File: src/include/cfgr_consts.svh
`ifndef CFGR_CONSTS_SVH
`define CFGR_CONSTS_SVH
// register byte addresses
`define CFGR_ADDR_CMD 12'h000
`define CFGR_ADDR_STATUS 12'h004
`define CFGR_ADDR_CTRL 12'h008
`define CFGR_ADDR_BPS 12'h00c
// bus responses
`define CFGR_RESP_OKAY 2'h0
`define CFGR_RESP_SLVERR 2'h2
// command function and modifier codes
`define CFGR_FUNC_REQCFG 4'h3
`define CFGR_MOD_GENERAL 4'h0
`define CFGR_MOD_CYL_FIXED 4'h1
`define CFGR_MOD_CYL_REMOV 4'h2
`define CFGR_MOD_HEADS 4'h3
`define CFGR_MOD_TRACK_BYTES 4'h4
`define CFGR_MOD_SECT_BYTES 4'h5
`define CFGR_MOD_SPT 4'h6
`define CFGR_MOD_GAP 4'h7
`define CFGR_MOD_SYNC 4'h8
`define CFGR_MOD_VU_COUNT 4'h9
`define CFGR_MOD_INV_LO 4'ha
`define CFGR_MOD_INV_HI 4'he
`define CFGR_MOD_VENDOR 4'hf
// general word: bits 13,12,10,6,3 set
`define CFGR_GEN_FIXED 16'h3448
`define CFGR_GEN_MOTOR_BIT 5
`define CFGR_GEN_SOFT_BIT 2
`define CFGR_GEN_HARD_BIT 1
// constant answers
`define CFGR_TRACK_BYTES 16'h7a58
`define CFGR_GAP_WORD 16'h1218
`define CFGR_SYNC_WORD 16'h000b
`define CFGR_VU_WORDS 16'h000f
`define CFGR_BPS_MIN 12'h052
// status and control bits
`define CFGR_STS_CC_BIT 0
`define CFGR_STS_BUSY_BIT 1
`define CFGR_STS_ATTN_BIT 2
`define CFGR_STS_INVF_BIT 5
`define CFGR_CTRL_CLR_BIT 0
// timing
`define CFGR_CLK_HZ 20000000
`define CFGR_PWRUP_S 35
`define CFGR_DIV_STEPS 5'h10
`define CFGR_LAST_BIT 4'hf
`endif

File: src/include/cfgr_pkg.sv
package cfgr_pkg;
  typedef enum logic [1:0] {ST_IDLE, ST_DIVIDE, ST_SEND} cfgr_state_type;
  // per model / installation straps
  typedef struct packed {
    logic [15:0] cylinders;
    logic [7:0] heads;
    logic softSector;
    logic motorOpt;
    logic [7:0] sptDefault;
  } cfgr_static_type;
  // received command word
  typedef struct packed {
    logic [3:0] func;
    logic [3:0] modifier;
    logic [7:0] param;
  } cfgr_cmd_type;
endpackage

File: src/design/cfgr_responder.sv
// Added by the designer: the AXI4-Lite slave port and the address map.
`timescale 1ns/100ps
`include "cfgr_consts.svh"
// Function
// RL1 - one request configuration command returns exactly one 16-bit word
// RL2 - command bits 11 to 8 select the returned word
// RL3 - modifier 0000 returns the general configuration flag word
// RL4 - modifier 0001 returns the fixed cylinder count from model strap
// RL5 - modifier 0010 returns zero, no removable cylinders
// RL6 - modifier 0011 returns zero upper byte, head count lower byte
// RL7 - modifier 0100 returns 31320 bytes per track
// RL8 - modifier 0101 returns 31320 divided by sectors per track
// RL9 - modifier 0110 returns sectors per track, strap default or set value
// RL10 - modifier 0111 returns 18 upper byte and 24 lower byte
// RL11 - modifier 1000 returns zero upper byte and 11 low
// RL12 - modifier 1001 returns 15, the count of vendor status words
// RL13 - modifiers 1010 to 1110 are invalid, no word returned
// RL14 - modifier 1111 returns the vendor identification code
// RL15 - general word bits 13,12,6,3 high; 15,11,7,0 low
// RL16 - general word bit 10 high, bits 9 and 8 low
// RL17 - general word bit 5 shows the motor start option
// RL18 - general word bit 4 zero, command complete kept on head change
// RL19 - exactly one of bits 2 and 1 set, matching sector mode strap
// RL20 - general word bit 14 zero, no speed tolerance gaps
// RL21 - controller writes zeros in sync fields
// RL22 - selected word is sent serially on the config line
// RL23 - controller waits for command complete, first after power-up delay
// RL24 - invalid command raises attention and invalid command fault
// RL25 - command complete returns after the word is fully sent
// RL26 - counts and sector mode come from static strap inputs
module cfgr_responder
  import cfgr_pkg::*;
#(
  parameter logic [15:0] VENDOR_ID = 16'h00a5, // arbitrary value
  parameter int unsigned PWRUP_CYCLES = `CFGR_PWRUP_S * `CFGR_CLK_HZ
) (
  input wire logic core_clk,
  input wire logic rst_b,
  input wire logic [11:0] awaddr,
  input wire logic awvalid,
  output logic awready,
  input wire logic [31:0] wdata,
  input wire logic [3:0] wstrb,
  input wire logic wvalid,
  output logic wready,
  output logic [1:0] bresp,
  output logic bvalid,
  input wire logic bready,
  input wire logic [11:0] araddr,
  input wire logic arvalid,
  output logic arready,
  output logic [31:0] rdata,
  output logic [1:0] rresp,
  output logic rvalid,
  input wire logic rready,
  input wire cfgr_static_type strapPins,
  output logic cfgData,
  output logic cfgStrobe,
  output logic cmdComplete,
  output logic attention
);
  cfgr_state_type state;
  cfgr_static_type strapQ1, straps;
  cfgr_cmd_type cmd;
  logic awHave, wHave, doWrite, invFault, pwrDone, sptSet, divForSpt, phase;
  logic cmdAccept, cmdGo, cmdInvalid, bpsAccept, bpsGo, bpsInvalid, clrReq;
  logic modInvalid, needDiv, divDone, sendStart, sendDone, wrOk;
  logic [11:0] awAddrQ;
  logic [31:0] wDataQ, pwrCnt;
  logic [3:0] wStrbQ, bitCnt, respMod;
  logic [15:0] sptReg, sptCur, next_word, startWord, respWord, txShift;
  logic [15:0] divQuo, divDen, divResult, divisorSel;
  logic [16:0] divRem, remShift;
  logic [4:0] divCnt;

  // RL26 strap pins through two flops
  always_ff @(posedge core_clk or negedge rst_b) begin
    if (!rst_b) begin
      strapQ1 <= '0;
      straps <= '0;
    end else begin
      strapQ1 <= strapPins;
      straps <= strapQ1;
    end
  end

  // write address and data capture, response
  always_ff @(posedge core_clk or negedge rst_b) begin
    if (!rst_b) begin
      awready <= 1'b1;
      wready <= 1'b1;
      awHave <= 1'b0;
      wHave <= 1'b0;
      awAddrQ <= 12'h000;
      wDataQ <= 32'h00000000;
      wStrbQ <= 4'h0;
      bvalid <= 1'b0;
      bresp <= `CFGR_RESP_OKAY;
    end else begin
      if (awvalid && awready) begin
        awAddrQ <= awaddr;
        awHave <= 1'b1;
        awready <= 1'b0;
      end
      if (wvalid && wready) begin
        wDataQ <= wdata;
        wStrbQ <= wstrb;
        wHave <= 1'b1;
        wready <= 1'b0;
      end
      if (doWrite) begin
        awHave <= 1'b0;
        wHave <= 1'b0;
        awready <= 1'b1;
        wready <= 1'b1;
        bvalid <= 1'b1;
        bresp <= wrOk ? `CFGR_RESP_OKAY : `CFGR_RESP_SLVERR;
      end else if (bvalid && bready) begin
        bvalid <= 1'b0;
      end
    end
  end

  // read channel, answer one cycle after the address
  always_ff @(posedge core_clk or negedge rst_b) begin
    if (!rst_b) begin
      arready <= 1'b1;
      rvalid <= 1'b0;
      rdata <= 32'h00000000;
      rresp <= `CFGR_RESP_OKAY;
    end else if (arvalid && arready) begin
      arready <= 1'b0;
      rvalid <= 1'b1;
      rresp <= `CFGR_RESP_OKAY;
      rdata <= 32'h00000000;
      if (araddr == `CFGR_ADDR_STATUS) begin
        rdata <= {respWord, 10'h000, invFault, 2'h0, attention, (state != ST_IDLE), cmdComplete};
      end else if (araddr == `CFGR_ADDR_BPS) begin
        rdata <= {16'h0000, sptCur};
      end else if (araddr != `CFGR_ADDR_CMD && araddr != `CFGR_ADDR_CTRL) begin
        rresp <= `CFGR_RESP_SLVERR;
      end
    end else if (rvalid && rready) begin
      rvalid <= 1'b0;
      arready <= 1'b1;
    end
  end

  // write decode and command interpretation
  always_comb begin
    doWrite = awHave && wHave && !bvalid;
    cmd = cfgr_cmd_type'(wDataQ[15:0]);
    // RL2 modifier field select
    modInvalid = (cmd.modifier >= `CFGR_MOD_INV_LO) && (cmd.modifier <= `CFGR_MOD_INV_HI);
    needDiv = (cmd.modifier == `CFGR_MOD_SECT_BYTES);
    cmdAccept = 1'b0;
    bpsAccept = 1'b0;
    clrReq = 1'b0;
    wrOk = 1'b0;
    if (awAddrQ == `CFGR_ADDR_CMD) begin
      cmdAccept = doWrite && state == ST_IDLE && cmdComplete && wStrbQ[1:0] == 2'h3;
      wrOk = cmdAccept;
    end else if (awAddrQ == `CFGR_ADDR_BPS) begin
      bpsAccept = doWrite && state == ST_IDLE && cmdComplete && wStrbQ[1:0] == 2'h3;
      wrOk = bpsAccept;
    end else if (awAddrQ == `CFGR_ADDR_CTRL) begin
      clrReq = doWrite && wStrbQ[0] && wDataQ[`CFGR_CTRL_CLR_BIT];
      wrOk = 1'b1;
    end
    // RL13 invalid modifiers give no word
    cmdGo = cmdAccept && cmd.func == `CFGR_FUNC_REQCFG && !modInvalid;
    // RL24 invalid or unimplemented command
    cmdInvalid = cmdAccept && !(cmd.func == `CFGR_FUNC_REQCFG && !modInvalid);
    bpsGo = bpsAccept && wDataQ[11:0] >= `CFGR_BPS_MIN;
    bpsInvalid = bpsAccept && !bpsGo;
  end

  // answer word for the modifier
  always_comb begin
    next_word = 16'h0000;
    case (cmd.modifier)
      `CFGR_MOD_GENERAL: begin
        // RL3 RL15 RL16 RL20 RL18 general flags
        next_word = `CFGR_GEN_FIXED;
        // RL17 motor option bit
        next_word[`CFGR_GEN_MOTOR_BIT] = straps.motorOpt;
        // RL19 one sector mode bit
        next_word[`CFGR_GEN_SOFT_BIT] = straps.softSector;
        next_word[`CFGR_GEN_HARD_BIT] = !straps.softSector;
      end
      // RL4 fixed cylinders
      `CFGR_MOD_CYL_FIXED: next_word = straps.cylinders;
      // RL5 no removable cylinders
      `CFGR_MOD_CYL_REMOV: next_word = 16'h0000;
      // RL6 head count low byte
      `CFGR_MOD_HEADS: next_word = {8'h00, straps.heads};
      // RL7 track bytes
      `CFGR_MOD_TRACK_BYTES: next_word = `CFGR_TRACK_BYTES;
      `CFGR_MOD_SPT: next_word = sptCur;
      // RL10 gap minimums
      `CFGR_MOD_GAP: next_word = `CFGR_GAP_WORD;
      // RL11 sync field minimum
      `CFGR_MOD_SYNC: next_word = `CFGR_SYNC_WORD;
      // RL12 vendor status count
      `CFGR_MOD_VU_COUNT: next_word = `CFGR_VU_WORDS;
      // RL14 vendor identity
      `CFGR_MOD_VENDOR: next_word = VENDOR_ID;
      default: next_word = 16'h0000;
    endcase
  end

  // sequencing strobes
  always_comb begin
    // RL9 sectors per track, strap default unless set
    sptCur = sptSet ? sptReg : {8'h00, straps.sptDefault};
    divisorSel = (state == ST_IDLE && bpsGo) ? {4'h0, wDataQ[11:0]} : sptCur;
    divDone = state == ST_DIVIDE && divCnt == `CFGR_DIV_STEPS;
    divResult = (divDen == 16'h0000) ? 16'h0000 : divQuo;
    sendStart = (state == ST_IDLE && cmdGo && !needDiv) || (divDone && !divForSpt);
    startWord = (state == ST_IDLE) ? next_word : divResult;
    sendDone = state == ST_SEND && phase && bitCnt == `CFGR_LAST_BIT;
    remShift = {divRem[15:0], divQuo[15]};
  end

  // main sequencer
  always_ff @(posedge core_clk or negedge rst_b) begin
    if (!rst_b) begin
      state <= ST_IDLE;
      divForSpt <= 1'b0;
      sptSet <= 1'b0;
      sptReg <= 16'h0000;
      respMod <= 4'h0;
    end else begin
      case (state)
        ST_IDLE: begin
          if (cmdGo) begin
            respMod <= cmd.modifier;
            divForSpt <= 1'b0;
            state <= needDiv ? ST_DIVIDE : ST_SEND;
          end else if (bpsGo) begin
            divForSpt <= 1'b1;
            state <= ST_DIVIDE;
          end
        end
        ST_DIVIDE: begin
          if (divDone) begin
            state <= divForSpt ? ST_IDLE : ST_SEND;
            if (divForSpt) begin
              // RL9 spt from set bytes per sector
              sptReg <= divResult;
              sptSet <= 1'b1;
            end
          end
        end
        ST_SEND: begin
          if (sendDone) begin
            state <= ST_IDLE;
          end
        end
        default: state <= ST_IDLE;
      endcase
    end
  end
  // RL8 restoring divide of track bytes
  always_ff @(posedge core_clk or negedge rst_b) begin
    if (!rst_b) begin
      divRem <= 17'h00000;
      divQuo <= 16'h0000;
      divDen <= 16'h0000;
      divCnt <= `CFGR_DIV_STEPS;
    end else if (state == ST_IDLE && (bpsGo || (cmdGo && needDiv))) begin
      divRem <= 17'h00000;
      divQuo <= `CFGR_TRACK_BYTES;
      divDen <= divisorSel;
      divCnt <= 5'h00;
    end else if (divCnt != `CFGR_DIV_STEPS) begin
      divCnt <= divCnt + 5'h01;
      if (remShift >= {1'b0, divDen}) begin
        divRem <= remShift - {1'b0, divDen};
        divQuo <= {divQuo[14:0], 1'b1};
      end else begin
        divRem <= remShift;
        divQuo <= {divQuo[14:0], 1'b0};
      end
    end
  end
  // RL22 serial send, msb first, strobe in second cycle of each bit
  always_ff @(posedge core_clk or negedge rst_b) begin
    if (!rst_b) begin
      txShift <= 16'h0000;
      respWord <= 16'h0000;
      bitCnt <= 4'h0;
      phase <= 1'b0;
      cfgData <= 1'b0;
      cfgStrobe <= 1'b0;
    end else if (sendStart) begin
      // RL1 one word latched per request
      txShift <= startWord;
      respWord <= startWord;
      bitCnt <= 4'h0;
      phase <= 1'b0;
      cfgData <= startWord[15];
      cfgStrobe <= 1'b0;
    end else if (state == ST_SEND) begin
      phase <= !phase;
      cfgStrobe <= !phase;
      if (phase) begin
        txShift <= {txShift[14:0], 1'b0};
        cfgData <= sendDone ? 1'b0 : txShift[14];
        bitCnt <= bitCnt + 4'h1;
      end
    end
  end
  // power-up delay before first command complete
  always_ff @(posedge core_clk or negedge rst_b) begin
    if (!rst_b) begin
      pwrCnt <= 32'h00000000;
      pwrDone <= 1'b0;
    end else if (!pwrDone) begin
      pwrCnt <= pwrCnt + 32'h00000001;
      pwrDone <= (pwrCnt == 32'(PWRUP_CYCLES - 1));
    end
  end
  // command complete, attention and fault flags
  always_ff @(posedge core_clk or negedge rst_b) begin
    if (!rst_b) begin
      cmdComplete <= 1'b0;
      attention <= 1'b0;
      invFault <= 1'b0;
    end else begin
      if (!pwrDone && pwrCnt == 32'(PWRUP_CYCLES - 1)) begin
        cmdComplete <= 1'b1;
      end else if (cmdGo || bpsGo) begin
        cmdComplete <= 1'b0;
      end else if (sendDone || (divDone && divForSpt)) begin
        // RL25 complete again after the word
        cmdComplete <= 1'b1;
      end
      // RL24 set wins over software clear
      if (cmdInvalid || bpsInvalid) begin
        attention <= 1'b1;
        invFault <= 1'b1;
      end else if (clrReq) begin
        attention <= 1'b0;
        invFault <= 1'b0;
      end
    end
  end

  logic [5:0] sendCycles;
  always_ff @(posedge core_clk or negedge rst_b) begin
    if (!rst_b) begin
      sendCycles <= 6'h00;
    end else begin
      sendCycles <= (state == ST_SEND) ? sendCycles + 6'h01 : 6'h00;
    end
  end
endmodule

File: config.mk
export PLATFORM = sky130hd
export DESIGN_NAME = cfgr_responder
export DESIGN_NICKNAME = d
export VERILOG_FILES = /design/src/include/cfgr_pkg.sv /design/src/design/cfgr_responder.sv
export VERILOG_INCLUDE_DIRS = /design/src /design/src/include
export SDC_FILE = /design/constraint.sdc
export NUM_CORES = 1
export LEC_CHECK = 0
export ABC_AREA = 1
export BUFFER_PORTS_ARGS = -buffer_cell sky130_fd_sc_hd__buf_2
export CAP_MARGIN = 20
export CORE_MARGIN = 4
export CORE_UTILIZATION = 46
export CTS_BUF_LIST = sky130_fd_sc_hd__clkbuf_4 sky130_fd_sc_hd__clkbuf_8
export DETAILED_ROUTE_END_ITERATION = 8
export MAX_ROUTING_LAYER = met4
export PLACE_DENSITY = 0.65
export SLEW_MARGIN = 30
export SYNTH_ARGS = -nofsm -noshare
export SYNTH_HDL_FRONTEND = slang
export SYNTH_SLANG_ARGS = --single-unit
File: constraint.sdc
create_clock -name core_clk -period 5.85 [get_ports core_clk]
set_input_delay 0.2925 -clock core_clk [delete_from_list [all_inputs] [get_ports core_clk]]
set_output_delay 0.2925 -clock core_clk [all_outputs]
set_load 0.1 [all_outputs]
==> impl_metrics.yaml <==
outcome:
  status: "finished, final reports clean"
synthesis:
  ys.flop_type: "dfrtp_1"
  synth-edff-count: 0
  synth_xor_xnor_area_share_pct: 2.72
  synth_simple_gate_area_share_pct: 27.2
  seq_area_frac_synth_pct: 53.9
  syn_inst: 1583
  synth.area.mux_share_pct: 0
  avgSynthCellArea_um2: 8.34
  synth_fa_ha_area_share_pct: 2.05
  syn-cell-area_um2: 13200
  async_reset_ff_share_pct: 100
  synth_top_family_by_area: "simple AND/OR/NAND/NOR gates"
  ys_warn_count: 0
  synth_cell_type_count: 45
  ys_ff_latch: 284
  synth_compound_area_share_pct: 6.99
critical_path:
  crit_type: "register to register"
  critPathMaxFanout: 20
  end_kind: "register"
  cp.required_ns: 6.36
  start_kind: "register"
  arrival_ns: 3.20
power_and_ir_drop:
  p_leak_uw: 0.00818
  p_per_area_nw_per_um2: 324
  ir_drop_mv: 0.217
grt:
  grt_pass1_vias: 10900
  grt_antenna_before_repair: 0
  grt_max_degree: 99
  grt_pass1_wl_um: 55700
  overflow: 0
  track_usage_pct: 22.5
cts:
  clock_sinks: 284
  clk_pin_slew_ns: 0.06
  cts.path.max_buffers: 3
  cts_buffers: 47
  cts.htree.levels: 2
  cts_hold_buf: 69
  cts_tree: "built"
  cts_root_buf: "clkbuf_8"
  clk_latency_ns: 0.57
  cts_resized: 0
  cts_setup_buffers: 0
placement:
  dp_hpwl_um: 23300
  place.gp.congestion: 0.930
  port_buffers: 125
  postPlaceCellArea_um2: 14100
floorplanning:
  dieHeight_um: 177
  dieWidth_um: 177
  io_pins: 146
  die_area_um2: 31500
  fp-row-count: 61
  core_area_um2: 28000
  initial_core_util_pct: 47.1
sta:
  fin_worst_skew_ns: 0.0253
  max_freq_mhz: 370
  setup_viol: 0
  rsz0062_at_grt: "false"
  fin_crit_sh_pct: 46.1
  finalMaxSlewViolations: 0
  slew_headroom_pct: 41.0
  finalSetupTns_ns: 0
  worst_pin_slew_ns: 0.883
  hold_violations: 0
  period_needed_ns: 2.70
layout:
  fill_cells: 2563
  final_common_cell: "nand2_1"
  area_growth_pct: 20.6
  fin_area_um2: 15900
  diodes: 0
  multi_input_area_um2: 5160
  drive_above_1_share_pct: 13.9
  layout.nets: 1912
  final_cell_mix: "nand2_1 (558), dfrtp_1 (280), inv_1 (180), buf_2 (124), nand3_1 (96)"
  seq_area_um2: 7110
route:
  wl_met1_um: 15700
  top_layer: "met4"
  drc: 0
  drtAntennaViolNets: 0
  vias_per_cell: 4.96
  drt_wl_total_um: 33500
  route.met2.wl_um: 14900
  wl_per_cell_um: 15.2
  detailroute.via_count: 10900
  dr_wl_met3_um: 1880
  dr.pass1.iters: 5
  drt_iter0_drc: 845
run:
  max-cap-violations: 0
hold_path:
  hold_path_class: "input port to register"
## Yosys cell counts, types with 2 or more instances
cell / number / area share [%]
nand2_1: 558 / 16
dfrtp_1: 280 / 53
inv_1: 180 / 5.1
nand3_1: 97 / 3.7
nor2_1: 96 / 2.7
o21ai_0: 95 / 3.6
xor2_1: 26 / 1.7
nand4_1: 23 / 1.1
clkbuf_1: 21 / 0.60
o211ai_1: 21 / 1.2
ha_1: 20 / 1.9
a21oi_1: 18 / 0.68
nor3_1: 17 / 0.64
xnor2_1: 15 / 1.0
nand3b_1: 13 / 0.74
o31ai_1: 13 / 0.74
buf_2: 12 / 0.46
inv_2: 9 / 0.26
nor2_2: 8 / 0.38
nor4_1: 6 / 0.28
o22ai_1: 6 / 0.28
buf_4: 5 / 0.28
o21ai_1: 5 / 0.19
dfstp_2: 4 / 0.80
or2_2: 4 / 0.19
and2_1: 3 / 0.14
clkinv_1: 3 / 0.085
nor2_8: 3 / 0.46
and3_1: 2 / 0.095
buf_6: 2 / 0.17
nand2_8: 2 / 0.30
nand3_4: 2 / 0.27
o22a_1: 2 / 0.13
## per-stage QoR
| stage | instances | worst slack (ns) | util [%] | hold WS (ns) | power, µW |
|---|---|---|---|---|---|
| global route | 2205 | 2.85 | 56.8 | 0.101 | 5420 |
| floorplan | 1584 | 3.66 | - | -0.00309 | 2920 |
| finish | 2205 | 3.15 | 56.8 | 0.0777 | 5150 |
| global placement | 2050 | 2.95 | 50.4 | 0.333 | 3190 |
| CTS | 2205 | 3.16 | 56.8 | 0.0584 | 5190 |
| detailed placement | 2050 | 3.16 | 50.5 | 0.335 | 3200 |
## sequential cells by signal, summed over array words and instances (netlist names), 32 cells and up
| signal | cells |
|---|---|
| pwrCnt | 32 |
| rdata | 32 |
| strapQ1 | 34 |
| straps | 34 |
## per-layer routing
| layer | GRT usage (%) | vias to the layer above |
|---|---|---|
| li1 | - | 5428 |
| met1 | 31.2 | 5149 |
| met2 | 34.3 | 291 |
| met3 | 3.98 | 70 |
| met4 | 7.09 | 0 |
| met5 | - | - |
## worst paths after layout
check                           startpoint           to  slack (ns)  cells after the start
worst max register to register   divCnt[0]    divQuo[7]        3.15                      7
min in group asynchronous            rst_b   awAddrQ[9]        0.35                      2
worst min-delay path             araddr[3]    rdata[18]        0.08                      4
max in group asynchronous            rst_b  respWord[3]        4.18                      3
worst max-delay path             divCnt[0]    divQuo[7]        3.15                      7
worst min register to register  strapQ1[1]    straps[1]        0.34                      0
## critical path, stage by stage (launching register included)
cell and delay (ns):
dfrtp_1 0.40, inv_1 0.10, ha_1 0.14, and3_1 0.63, inv_1 0.34, nor2_2 0.77, nand2_1 0.16, nand2_1 0.12
## layout make-up
cell class,instances,area share (%)
clock buffer,78,6.16
clock inverter,8,0.621
inverter,192,4.53
multi-input combinational,1066,32.4
sequential,284,44.7
tap,378,2.97
timing repair buffer,199,8.60
## cells by family (layout without fill, tap and decap cells)
group	after synthesis	count (layout)
other	1	2
and+or+nand+nor	839	839
xor gates and xnor gates	41	41
buffers and inverters	234	477
DFF	284	284
adders and majority gates	21	21
AOI/OAI and AO/OA	163	163
## power by group
group          switching (µW)  leakage (µW)  internal [µW]
registers                 115       0.00363           2130
logic                     706       0.00398            248
clock network             803      0.000572           1150
Power figures use the tool's default switching activity.
